**src/hw/ddr_cmd_pkg.sv**
```systemverilog
/*
 * Constants for the module-side command, clock-enable and data-lane logic.
 * Assumes one system clock that runs well above the memory clock pair.
 */
package ddr_cmd_pkg;

  localparam int ADDR_PINS   = 13;
  localparam int BANKS       = 4;
  localparam int LANES       = 8;
  localparam int DQ_W        = 64;
  localparam int A10_POS     = 10;
  localparam int ROW_BITS_LG = 13;
  localparam int ROW_BITS_SM = 12;

  // Command codes as {ras_n, cas_n, we_n}
  localparam logic [2:0] CMD_LMR     = 3'h0;
  localparam logic [2:0] CMD_REFRESH = 3'h1;
  localparam logic [2:0] CMD_PRE     = 3'h2;
  localparam logic [2:0] CMD_ACT     = 3'h3;
  localparam logic [2:0] CMD_WRITE   = 3'h4;
  localparam logic [2:0] CMD_READ    = 3'h5;
  localparam logic [2:0] CMD_BST     = 3'h6;
  localparam logic [2:0] CMD_NOP     = 3'h7;

  localparam logic [1:0] BA_MODE     = 2'h0;
  localparam logic [1:0] BA_EXT_MODE = 2'h1;

  localparam logic [12:0] MODE_RST = 13'h0000;
  localparam logic [7:0]  STROBE_HI = 8'hff;

  typedef enum logic [1:0] {
    PWR_RUN,
    PWR_PD_PRE,
    PWR_PD_ACT,
    PWR_SELF_REF
  } pwr_state_t;

  typedef enum logic [1:0] {
    RD_IDLE,
    RD_WAIT,
    RD_FIRST,
    RD_SECOND
  } rd_state_t;

endpackage

```
**src/hw/mem_port_if.sv**
```systemverilog
/*
 * Carrier between the command logic and its storage array.
 * Assumes both ends sit on the system clock.
 */
`timescale 1ns/1ps
`default_nettype none

interface mem_port_if #(
  parameter int AW = 4,
  parameter int DW = 128
);
  logic            we;
  logic [DW/8-1:0] be;
  logic [AW-1:0]   addr;
  logic [DW-1:0]   wdata;
  logic            re;
  logic [DW-1:0]   rdata;

  modport ctrl (output we, be, addr, wdata, re, input rdata);
  modport mem  (input we, be, addr, wdata, re, output rdata);
endinterface

`default_nettype wire

```
**src/hw/lane_mem.sv**
```systemverilog
/*
 * Small byte-writable array holding double-width data words.
 * Assumes one access per cycle; read data appear one cycle after re.
 */
`timescale 1ns/1ps
`default_nettype none

module lane_mem #(
  parameter int AW = 4,
  parameter int DW = 128
) (
  input  wire logic clk_sys,
  mem_port_if.mem   mp
);

  logic [DW-1:0] store [2**AW];

  // Byte enables only make sense for whole bytes
  if (DW % 8 != 0 || AW < 1) begin : g_bad_width
    $error("DW must be a multiple of 8 and AW at least 1");
  end

  always_ff @(posedge clk_sys) begin
    if (mp.we) begin
      for (int i = 0; i < DW/8; i++) begin
        if (mp.be[i]) begin
          store[mp.addr][8*i +: 8] <= mp.wdata[8*i +: 8];
        end
      end
    end
  end

  always_ff @(posedge clk_sys) begin
    if (mp.re) begin
      mp.rdata <= store[mp.addr];
    end
  end

endmodule // lane_mem

`default_nettype wire

```
**src/hw/ddr_module_cmd.sv**
```systemverilog
/*
 * Module-side command decoder, power-state control and byte-lane data path.
 * Assumes clk_sys runs several times faster than the memory clock pair and
 * that the pins arrive asynchronously; all pins pass two flip-flops first.
 */
`timescale 1ns/1ps
`default_nettype none

module ddr_module_cmd
  import ddr_cmd_pkg::*;
#(
  parameter int ROW_BITS = ROW_BITS_LG,
  parameter int COL_W    = 2
) (
  input  wire logic                 clk_sys,
  input  wire logic                 rstn,
  input  wire logic                 ck,
  input  wire logic                 ck_n,
  input  wire logic                 rank_clock_enable,
  input  wire logic                 rank_select_n,
  input  wire logic                 ras_n,
  input  wire logic                 cas_n,
  input  wire logic                 we_n,
  input  wire logic [1:0]           ba,
  input  wire logic [ADDR_PINS-1:0] addr,
  input  wire logic [LANES-1:0]     dm,
  input  wire logic [DQ_W-1:0]      dq_i,
  output logic      [DQ_W-1:0]      dq_o,
  output logic                      dq_oe,
  input  wire logic [LANES-1:0]     dqs_i,
  output logic      [LANES-1:0]     dqs_o,
  output logic      [LANES-1:0]     dqs_oe,
  output pwr_state_t                pwr_state_q,
  output logic      [BANKS-1:0]     bank_open_q,
  output logic      [ADDR_PINS-1:0] last_row_q,
  output logic      [ADDR_PINS-1:0] mode_reg_q,
  output logic      [ADDR_PINS-1:0] ext_mode_reg_q
);

  if (ROW_BITS != ROW_BITS_LG && ROW_BITS != ROW_BITS_SM) begin : g_bad_rows
    $error("ROW_BITS must be 12 or 13");
  end
  if (COL_W < 1 || COL_W > 10) begin : g_bad_cols
    $error("COL_W must be 1 to 10");
  end

  localparam int AW = 2 + COL_W;
  // top pin unconnected on the small variant
  localparam logic [ADDR_PINS-1:0] ROW_MASK = ADDR_PINS'((1 << ROW_BITS) - 1);

  //////////////////////////////////////////////////////////////////////////
  // Pin synchronisers
  localparam int SW = 2 + 1 + 1 + 3 + 2 + ADDR_PINS;
  logic [SW-1:0]       ctl_s1, ctl_s2;
  logic [LANES-1:0]    dm_s1, dm_s2, dqs_s1, dqs_s2, dqs_s3;
  logic [DQ_W-1:0]     dq_s1, dq_s2;
  logic                ckd_q;

  always_ff @(posedge clk_sys) begin
    if (!rstn) begin
      ctl_s1 <= '0;
      ctl_s2 <= '0;
    end else begin
      ctl_s1 <= {ck, ck_n, rank_clock_enable, rank_select_n,
                 ras_n, cas_n, we_n, ba, addr};
      ctl_s2 <= ctl_s1;
    end
  end

  always_ff @(posedge clk_sys) begin
    if (!rstn) begin
      dm_s1  <= '0;
      dm_s2  <= '0;
      dq_s1  <= '0;
      dq_s2  <= '0;
      dqs_s1 <= '0;
      dqs_s2 <= '0;
      dqs_s3 <= '0;
    end else begin
      dm_s1  <= dm;
      dm_s2  <= dm_s1;
      dq_s1  <= dq_i;
      dq_s2  <= dq_s1;
      dqs_s1 <= dqs_i;
      dqs_s2 <= dqs_s1;
      dqs_s3 <= dqs_s2;
    end
  end

  logic                 ck_s, ckn_s, cke_s, cs_n_s, ckd, ck_rise, ck_fall;
  logic [2:0]           cmd_s;
  logic [1:0]           ba_s;
  logic [ADDR_PINS-1:0] addr_s;
  assign {ck_s, ckn_s, cke_s, cs_n_s, cmd_s, ba_s, addr_s} = ctl_s2;

  assign ckd = ck_s & ~ckn_s;

  always_ff @(posedge clk_sys) begin
    if (!rstn) begin
      ckd_q <= 1'b0;
    end else begin
      ckd_q <= ckd;
    end
  end

  // clock pair ignored in self refresh
  assign ck_rise = ckd & ~ckd_q & (pwr_state_q != PWR_SELF_REF);
  assign ck_fall = ~ckd & ckd_q & (pwr_state_q != PWR_SELF_REF);

  //////////////////////////////////////////////////////////////////////////
  // Command decode
  logic running, cmd_ok;
  logic [ADDR_PINS-1:0] col;

  // commands only reach the decoder while running
  assign running = (pwr_state_q == PWR_RUN) && cke_s;
  // rank select is part of the code
  assign cmd_ok  = ck_rise && running && !cs_n_s;
  // column skips the auto precharge bit
  assign col = {1'b0, addr_s[ADDR_PINS-1:A10_POS+1], addr_s[A10_POS-1:0]};

  //////////////////////////////////////////////////////////////////////////
  // Power state
  always_ff @(posedge clk_sys) begin
    if (!rstn) begin
      pwr_state_q <= PWR_RUN;
    end else begin
      unique case (pwr_state_q)
        PWR_RUN: begin
          // entry sampled on a clock edge
          if (ck_rise && !cke_s) begin
            if (!cs_n_s && cmd_s == CMD_REFRESH && bank_open_q == '0) begin
              pwr_state_q <= PWR_SELF_REF;
            end else if (bank_open_q == '0) begin
              pwr_state_q <= PWR_PD_PRE;
            end else begin
              pwr_state_q <= PWR_PD_ACT;
            end
          end
        end
        PWR_PD_PRE, PWR_PD_ACT: begin
          // power-down exit waits for a clock edge
          if (ck_rise && cke_s) begin
            pwr_state_q <= PWR_RUN;
          end
        end
        PWR_SELF_REF: begin
          if (cke_s) begin
            pwr_state_q <= PWR_RUN;
          end
        end
      endcase
    end
  end

  //////////////////////////////////////////////////////////////////////////
  // Banks, rows and mode registers
  logic [ADDR_PINS-1:0] row_q [BANKS];

  always_ff @(posedge clk_sys) begin
    if (!rstn) begin
      bank_open_q <= '0;
      last_row_q  <= '0;
      for (int b = 0; b < BANKS; b++) begin
        row_q[b] <= '0;
      end
    end else if (cmd_ok) begin
      case (cmd_s)
        CMD_ACT: begin
          // row opened in the chosen bank
          bank_open_q[ba_s] <= 1'b1;
          row_q[ba_s]       <= addr_s & ROW_MASK;
          last_row_q        <= addr_s & ROW_MASK;
        end
        CMD_PRE: begin
          if (addr_s[A10_POS]) begin
            bank_open_q <= '0;
          end else begin
            bank_open_q[ba_s] <= 1'b0;
          end
        end
        CMD_READ, CMD_WRITE: begin
          if (addr_s[A10_POS]) begin
            bank_open_q[ba_s] <= 1'b0;
            last_row_q        <= row_q[ba_s];
          end
        end
        default: begin
        end
      endcase
    end
  end

  always_ff @(posedge clk_sys) begin
    if (!rstn) begin
      mode_reg_q     <= MODE_RST;
      ext_mode_reg_q <= MODE_RST;
    end else if (cmd_ok && cmd_s == CMD_LMR) begin
      if (ba_s == BA_MODE) begin
        mode_reg_q <= addr_s;
      end else if (ba_s == BA_EXT_MODE) begin
        ext_mode_reg_q <= addr_s;
      end
    end
  end

  //////////////////////////////////////////////////////////////////////////
  // Storage port
  mem_port_if #(.AW(AW), .DW(2*DQ_W)) mp ();

  lane_mem #(.AW(AW), .DW(2*DQ_W)) u_mem (
    .clk_sys (clk_sys),
    .mp      (mp.mem)
  );

  logic                   wr_busy_q, wr_go;
  logic [AW-1:0]          wr_addr_q;
  logic [LANES-1:0]       lane_done;
  logic [2*DQ_W-1:0]      wr_word;
  logic [2*LANES-1:0]     wr_be;
  logic                   rd_cmd;

  assign rd_cmd = cmd_ok && cmd_s == CMD_READ;
  assign wr_go  = wr_busy_q && (&lane_done);
  assign mp.re   = rd_cmd;
  assign mp.we   = wr_go;
  assign mp.addr = wr_go ? wr_addr_q : {ba_s, col[COL_W-1:0]};
  assign mp.wdata = wr_word;
  assign mp.be    = wr_be;

  always_ff @(posedge clk_sys) begin
    if (!rstn) begin
      wr_busy_q <= 1'b0;
      wr_addr_q <= '0;
    end else if (cmd_ok && cmd_s == CMD_WRITE) begin
      wr_busy_q <= 1'b1;
      wr_addr_q <= {ba_s, col[COL_W-1:0]};
    end else if (wr_go || (cmd_ok && cmd_s == CMD_BST)) begin
      wr_busy_q <= 1'b0;
    end
  end

  //////////////////////////////////////////////////////////////////////////
  // Write lanes: each strobe captures its own byte and mask
  logic wr_start;
  assign wr_start = cmd_ok && cmd_s == CMD_WRITE;

  for (genvar i = 0; i < LANES; i++) begin : g_lane
    logic [7:0] b0_q, b1_q;
    logic       m0_q, m1_q, done_q, rise, fall;
    // lane strobe edges from the controller
    assign rise = dqs_s2[i] & ~dqs_s3[i] & wr_busy_q & running;
    assign fall = ~dqs_s2[i] & dqs_s3[i] & wr_busy_q & running;

    always_ff @(posedge clk_sys) begin
      if (!rstn) begin
        b0_q   <= '0;
        b1_q   <= '0;
        m0_q   <= 1'b1;
        m1_q   <= 1'b1;
        done_q <= 1'b0;
      end else begin
        if (rise) begin
          b0_q <= dq_s2[8*i +: 8];
          m0_q <= dm_s2[i];
        end
        if (fall) begin
          b1_q   <= dq_s2[8*i +: 8];
          m1_q   <= dm_s2[i];
          done_q <= 1'b1;
        end else if (wr_start || wr_go) begin
          done_q <= 1'b0;
        end
      end
    end

    assign lane_done[i]              = done_q;
    assign wr_word[8*i +: 8]         = b0_q;
    assign wr_word[DQ_W + 8*i +: 8]  = b1_q;
    assign wr_be[i]                  = ~m0_q;
    assign wr_be[LANES + i]          = ~m1_q;
  end

  //////////////////////////////////////////////////////////////////////////
  // Read return, edge aligned on the pair crossings
  rd_state_t rd_q;

  always_ff @(posedge clk_sys) begin
    if (!rstn) begin
      rd_q <= RD_IDLE;
    end else if (!cke_s) begin
      rd_q <= RD_IDLE;
    end else begin
      unique case (rd_q)
        RD_IDLE:   if (rd_cmd) rd_q <= RD_WAIT;
        RD_WAIT:   if (ck_rise) rd_q <= RD_FIRST;
        RD_FIRST:  if (ck_fall) rd_q <= RD_SECOND;
        RD_SECOND: if (ck_rise) rd_q <= rd_cmd ? RD_WAIT : RD_IDLE;
      endcase
    end
  end

  always_ff @(posedge clk_sys) begin
    if (!rstn) begin
      dq_o   <= '0;
      dq_oe  <= 1'b0;
      dqs_o  <= '0;
      dqs_oe <= '0;
    end else if (!cke_s) begin
      dq_oe  <= 1'b0;
      dqs_oe <= '0;
    end else if (rd_q == RD_WAIT && ck_rise) begin
      dq_o   <= mp.rdata[DQ_W-1:0];
      dqs_o  <= STROBE_HI;
      dq_oe  <= 1'b1;
      dqs_oe <= STROBE_HI;
    end else if (rd_q == RD_FIRST && ck_fall) begin
      // second word on the falling crossing
      dq_o  <= mp.rdata[2*DQ_W-1:DQ_W];
      dqs_o <= '0;
    end else if (rd_q == RD_SECOND && ck_rise) begin
      // release the strobe after the burst
      dq_oe  <= 1'b0;
      dqs_oe <= '0;
    end
  end

endmodule // ddr_module_cmd

`default_nettype wire

```
**config.mk**
```make
export PLATFORM = sky130hd
export DESIGN_NAME = ddr_module_cmd
export DESIGN_NICKNAME = d
export VERILOG_FILES = /design/src/hw/ddr_cmd_pkg.sv /design/src/hw/mem_port_if.sv /design/src/hw/lane_mem.sv /design/src/hw/ddr_module_cmd.sv
export SDC_FILE = /design/constraint.sdc
export NUM_CORES = 2
export LEC_CHECK = 0
export CAP_MARGIN = 30
export CORE_MARGIN = 3
export CORE_UTILIZATION = 30
export DETAILED_ROUTE_END_ITERATION = 10
export DONT_BUFFER_PORTS = 1
export GPL_TIMING_DRIVEN = 0
export PLACE_DENSITY = 0.44
export SLEW_MARGIN = 0
export SYNTH_ARGS = -nofsm -noshare
export SYNTH_HDL_FRONTEND = slang
export SYNTH_SLANG_ARGS = --single-unit
```
**constraint.sdc**
```tcl
create_clock -name clk_sys -period 9.1 [get_ports clk_sys]
set_input_delay 1.365 -clock clk_sys [delete_from_list [all_inputs] [get_ports clk_sys]]
set_output_delay 1.365 -clock clk_sys [all_outputs]
set_load 0.02 [all_outputs]
```
# Yosys cells after proc, flatten, opt, wreduce, memory -nomap -nowiden
# Memory sizes are Yosys's and may differ from the RTL's. A register that Yosys moved wholly into a read port is not among the register bits.
# Cells that the tools add are included.
dict set report op_classes {
  bitwise_logic 76
  n_lt_le_gt_ge 2
  n_reduce_logical 51
  n_eq_ne 23
  n_mux 98
}
# cell n
set ops {}
lappend ops {{$mux W64} 2}
lappend ops {{$mux W1} 70}
lappend ops {{$and A1 B1 Y1} 53}
lappend ops {{$mux W8} 5}
lappend ops {{$mux W13} 2}
lappend ops {{$pmux W13 S2} 1}
lappend ops {{$reduce_bool A2 Y1} 12}
lappend ops {{$mux W2} 11}
lappend ops {{$not A1 Y1} 20}
lappend ops {{$ne A2 B2 Y1 const B} 9}
lappend ops {{$logic_and A1 B1 Y1} 16}
lappend ops {{$reduce_or A13 Y1} 1}
lappend ops {{$mux W4} 3}
lappend ops {{$pmux W4 S3} 1}
lappend ops {{$reduce_and A3 Y1} 4}
lappend ops {{$eq A3 B3 Y1 const B} 3}
lappend ops {{$eq A2 B2 Y1 const B} 4}
lappend ops {{$pmux W2 S4} 1}
lappend ops {{$reduce_and A2 Y1} 4}
lappend ops {{$reduce_and A8 Y1} 1}
lappend ops {{$eq A2 B1 Y1 const B} 3}
lappend ops {{$eq A3 B2 Y1 const B} 2}
lappend ops {{$logic_not A2 Y1} 3}
lappend ops {{$pmux W2 S3} 1}
lappend ops {{other kinds (15)} 18}
dict set report totals {
  ramBits 2100
  register_bits 498
  n_memories 2
  word_cells 314
}
# name words word_bits read_ports rd_ports_with_merged_regs wr line_no
set memory_table {}
lappend memory_table {u_mem.store 16 128 1 1 1 lane_mem.sv:16} ;# logic [DW-1:0] store [2**AW];
lappend memory_table {row_q 4 13 1 1 4 ddr_module_cmd.sv:158} ;# logic [ADDR_PINS-1:0] row_q [BANKS];

# Logic depth before layout (Yosys ltp)
dict set report depth {
  word_depth 11
  mapped_depth 10
}

# Hierarchy
# Synthesis repeated with hierarchy kept, for this count alone.
dict set report hier_totals {
  cells_unflattened 5392
  area_unflattened_um2 100612.7
}
# mod n_inst area_each_um2 cells_each seq_area_each_um2
set modules_own_cells {}
lappend modules_own_cells {lane_mem 1 81439.4 3576 65342.7}
lappend modules_own_cells {ddr_module_cmd 1 19173.4 1816 11230.8}

# Worst setup path before layout
# Ideal clock, no wire load.
dict set report synth_timing {
  kind {reg2reg}
  from {reg pwr_state_q[0]}
  to {reg rd_q[0]}
  setup_time_ns 0.070
  n_path_buf 1
  setup_slack_ns 3.248
  arrival_ns 5.782
  path_stages_with_launch 9
  path_cell_list {dfxtp_1 -> ha_1 -> or4b_1 -> clkbuf_1 -> nor3_2 -> and3_1 -> o21ai_0 -> or3_1 -> a21oi_1}
}
dict set report synth_via {
  elab_chain_len 8
  elab_cells_between_ends 16
  classes_between {5 x eq/ne; 3 x mux; 2 x bitwise; 6 x reduce/logical}
}
# item line_no
set synth_rtl {}
lappend synth_rtl {{from (decl)} ddr_module_cmd.sv:33} ;# output pwr_state_t pwr_state_q,
lappend synth_rtl {{from (signal assigned)} ddr_module_cmd.sv:126} ;# pwr_state_q <= PWR_RUN;
lappend synth_rtl {{from (signal assigned)} ddr_module_cmd.sv:133} ;# pwr_state_q <= PWR_SELF_REF;
lappend synth_rtl {{from (signal assigned)} ddr_module_cmd.sv:135} ;# pwr_state_q <= PWR_PD_PRE;
lappend synth_rtl {{$ne A2 B2 Y1 or $logic_not A2 Y1 (tied branches)} {ddr_module_cmd.sv:107, ddr_module_cmd.sv:116}}
lappend synth_rtl {{$and A1 B1 Y1 or $logic_and A1 B1 Y1 (tied branches)} {ddr_module_cmd.sv:107, ddr_module_cmd.sv:116}}
lappend synth_rtl {{$logic_and A1 B1 Y1 * (2 in series)} ddr_module_cmd.sv:118} ;# assign cmd_ok = ck_rise && running && !cs_n_s;
lappend synth_rtl {{$logic_and A1 B1 Y1 *} ddr_module_cmd.sv:223} ;# assign rd_cmd = cmd_ok && cmd_s == CMD_READ;
lappend synth_rtl {{named net mp.re} mem_port_if.sv:16} ;# logic re;
lappend synth_rtl {{$mux W1} ddr_module_cmd.sv:298} ;# RD_SECOND: if (ck_rise) rd_q <= rd_cmd ? RD_WAIT : RD_IDLE;
lappend synth_rtl {{$mux W2} ddr_module_cmd.sv:298}
lappend synth_rtl {{$pmux W2 S4} ddr_module_cmd.sv:294} ;# unique case (rd_q)
lappend synth_rtl {{to (signal assigned)} ddr_module_cmd.sv:298}
lappend synth_rtl {{to (decl)} ddr_module_cmd.sv:286} ;# rd_state_t rd_q;
# The timed path passes the listed nets; every way through them passes the cells marked *. The select of a mux whose other input is x is not followed.
# A chain may end at the register's enable or synchronous reset.

# Worst setup path after layout
dict set report layout_timing {
  from {reg ctl_s2[0]}
  to {mem u_mem.store[15][123] (enable)}
}
dict set report layout_via {
  elab_chain_len 1
}
# item line_no
set layout_rtl {}
lappend layout_rtl {{from (decl)} ddr_module_cmd.sv:54} ;# logic [SW-1:0] ctl_s1, ctl_s2;
lappend layout_rtl {{from (signal assigned)} ddr_module_cmd.sv:66} ;# ctl_s2 <= ctl_s1;
lappend layout_rtl {{$mux W4} ddr_module_cmd.sv:227} ;# assign mp.addr = wr_go ? wr_addr_q : {ba_s, col[COL_W-1:0]};
lappend layout_rtl {{to (decl)} lane_mem.sv:16}
# No other way between the ends.

==> flow_metrics.py <==
metrics = {
    "synthesis": {
        "synthAdderAreaFrac_pct": 0.102,
        "synth_area_mm2": 0.0979,
        "synth.top_cell.area_share_pct": 68.4,
        "synth_simple_gate_area_share_pct": 5.48,
        "synth.avg_cell_area_um2": 15.9,
        "postSynthRegisterBits": 2711,
        "synth_area_leaders": "edfxtp_1 68%, dfxtp_1 9.9%, a22oi_1 7.9%",
        "ys.flop_type": "edfxtp_1",
        "yosys.cell_count.top_type": "edfxtp_1",
        "muxShareOfSynthArea_pct": 2.72,
        "synthArstFlopShare_pct": 0,
        "yosys-top-cells-count": "2228 x edfxtp_1, 1025 x a22oi_1, 543 x a21oi_1",
        "synth_top_family_by_area": "compound AO/OA/AOI/OAI gates",
        "yosysWarnings": 0,
        "synth_xor_area_share_pct": 0,
        "synth_compound_area_share_pct": 11.4,
        "synth.distinct_cells": 53,
        "ys_seq_area_share_pct": 78.2,
        "syn_nets": 6285,
        "synthCells": 6173,
        "synth_area_leader_cell": "edfxtp_1",
        "synth_edf_count": 2228,
    },
    "pwr": {
        "finalPower_mw": 26.0,
        "peakVddDrop_v": 0.000151,
        "p_leak_nw": 36.7,
        "power_density_mw_per_mm2": 228,
    },
    "cells_and_area": {
        "drive_above_1_share_pct": 10.1,
        "multiInputGateArea_mm2": 0.0193,
        "area_growth_syn_to_layout_pct": 16.8,
        "n_fill_cell": 30900,
        "stdcell_area_mm2": 0.114,
        "num-nets-final": 6665,
        "seq_area_mm2": 0.0766,
    },
    "run": {
        "maxCapViolCount": 0,
    },
    "critical_path": {
        "critPathSlowestCell": "nor2_1",
        "cp_max_fo": 10,
        "start_kind": "flip-flop",
        "crit_chain": "clkbuf_1 -> nand2_1 -> o21ai_1 -> buf_2 -> buf_2 -> buf_2 -> nand2_1 -> clkbuf_2 -> buf_16 -> nor2_1",
        "crit_arrival_ns": 6.11,
        "endpoint_kind": "flip-flop",
        "crit_path_frequent_cell": "buf_2",
        "worstSetupStartpoint": "ctl_s2[0]",
        "cp_data_required_time_ns": 9.59,
        "path_class": "reg -> reg",
        "max_stage_delay_ns": 0.70,
        "rr_startpoint": "ctl_s2[0]",
    },
    "routing": {
        "routed_wl_mm": 337,
        "vias_per_cell": 5.14,
        "initialDrtViolationCount": 6224,
        "dr.pass1.iters": 6,
        "post-route-drc-count": 0,
        "wire_per_inst_um": 30.2,
        "vias": 57300,
        "ant_nets": 0,
    },
    "clock_tree": {
        "holdBufCountCts": 0,
        "h-tree-depth": 5,
        "cts_sinks": 2711,
        "cts_tree": "done",
        "ctsLongestPathBuffers": 4,
        "cts_root_buf": "clkbuf_16",
        "post_cts_buffers": 0,
        "cts_made_buffers": 302,
        "clk_latency_ns": 0.90,
        "cts_resized": 0,
        "cts.clk_slew.worst_paths_ns": 0.06,
    },
    "die": {
        "die_y_um": 577,
        "core_area_mm2": 0.325,
        "fp.dieW_um": 577,
        "rows": 209,
        "start_util_pct": 30.2,
        "die_area_mm2": 0.333,
        "design.portCount": 230,
    },
    "timing": {
        "finalHoldWorstSlack_ns": 0.423,
        "period_needed_ns": 5.62,
        "grt_setup_unrepaired": "false",
        "fin_worst_skew_ns": 0.0521,
        "slew_violations": 0,
        "clock.fmax_ghz": 0.178,
        "timing_hold_violations_final": 0,
        "slew_headroom_pct": 28.9,
        "worst_pin_slew_ns": 1.07,
        "fin_ws_ns": 3.48,
        "setup_viol": 0,
        "finalSetupTns_ns": 0,
        "min_period_over_period_pct": 61.7,
    },
    "grt": {
        "grt_pass1_wl_mm": 460,
        "grt_max_degree": 45,
        "grt_usage_pct": 19.7,
        "grt_pass1_vias": 56800,
        "antenna_found_initial": 65,
        "grt_overflow": 0,
    },
    "status": {
        "outcome": "finished, final reports clean",
    },
    "place": {
        "port_buffers": 0,
        "dp_slack_ns": 3.50,
        "dpl.hpwl_mm": 236,
        "gp_congestion": 0.820,
        "place_area_mm2": 0.105,
    },
    "min_path": {
        "hp-class": "reg -> reg",
        "hp-start": "dm_s1[0]",
    },
}
[kinds of logic after synthesis]
group                    count (synthesis)
AO/OA/AOI/OAI                         1675
adder cells (fa/ha/maj)                  8
buffers and inverters                  481
flip-flops                            2711
multiplexers                           250
AND/OR/NAND/NOR                       1048
[registers in the layout (all words and copies together), names as in the netlist, 13 cells and up]
| register | flops |
|---|---|
| u_mem.store | 2048 |
| u_mem.mp.rdata | 128 |
| dq_s2 | 64 |
| row_q | 52 |
| ctl_s1 | 22 |
| ext_mode_reg_q | 13 |
| dq_s1 | 64 |
| ctl_s2 | 22 |
| g_lane.b0_q | 64 |
| mode_reg_q | 13 |
| last_row_q | 13 |
| dq_o | 64 |
| g_lane.b1_q | 64 |
[worst max-delay path: cells and delay by family (launching register included)]
family,cells,cell delay [ns]
buffers and inverters,6,3.11
and+or+nand+nor,3,1.30
DFF,1,0.46
AOI/OAI and AO/OA,1,0.26
[stage by stage]
step | utilization (%) | std cells
6_report | 35.2 | 11100
5_1_grt | 35.2 | 11100
4_1_cts | 35.2 | 11100
3_5_place_dp | 32.2 | 10600
3_3_place_gp | 31.8 | 10500
2_1_floorplan | - | 6173
[cells in the final DEF, fill, tap and decap left out, types with 21 or more instances in the layout]
| cell | instances |
|---|---|
| buf_4 | 29 |
| clkbuf_1 | 355 |
| a22oi_1 | 1025 |
| buf_2 | 101 |
| clkbuf_8 | 26 |
| clkbuf_2 | 39 |
| dfxtp_1 | 483 |
| buf_1 | 37 |
| clkbuf_16 | 314 |
| nor2_1 | 500 |
| and3_1 | 42 |
| edfxtp_1 | 2228 |
| mux2i_1 | 237 |
| clkinv_1 | 39 |
| nand2b_1 | 25 |
| buf_16 | 21 |
| a211oi_1 | 75 |
| a21oi_1 | 543 |
| nand2_1 | 62 |
| clkinv_2 | 58 |
| and2_1 | 228 |
| or4_1 | 128 |
[area by class of cell]
cell class                 instances  share of cell area [%]
sequential                      2711                    67.0
multi-input combinational       2981                    16.9
clock buffer                     417                    7.44
tap                             4325                    4.73
buffer                           471                    1.75
timing repair buffer              76                    1.20
clock inverter                   133                   0.938
antenna                           16                  0.0350
inverter                          10                  0.0328
[routing by layer]
metal | global-route usage, % | vias up | part of all wire [%]
li1 | - | 25000 | -
met1 | 27.7 | 29700 | 44
met2 | 31.5 | 2169 | 46
met3 | 3.37 | 442 | 7.1
met4 | 4.95 | 8 | 2.6
met5 | 0 | - | 0.016
[final timing paths]
kind	end	slack, ns	cells past startpoint
min reg2reg	dm_s2[0]	0.42	1
max	u_mem.store[15][123]	3.48	10
min	dm_s2[0]	0.42	1
max reg2reg	u_mem.store[15][123]	3.48	10
[power by group]
group          total, mW  switching [mW]  internal, mW
Clock               11.9            4.98          6.92
Combinational      0.767           0.560         0.207
Sequential          13.4          0.0486          13.3
(Power assumes the default switching activity.)
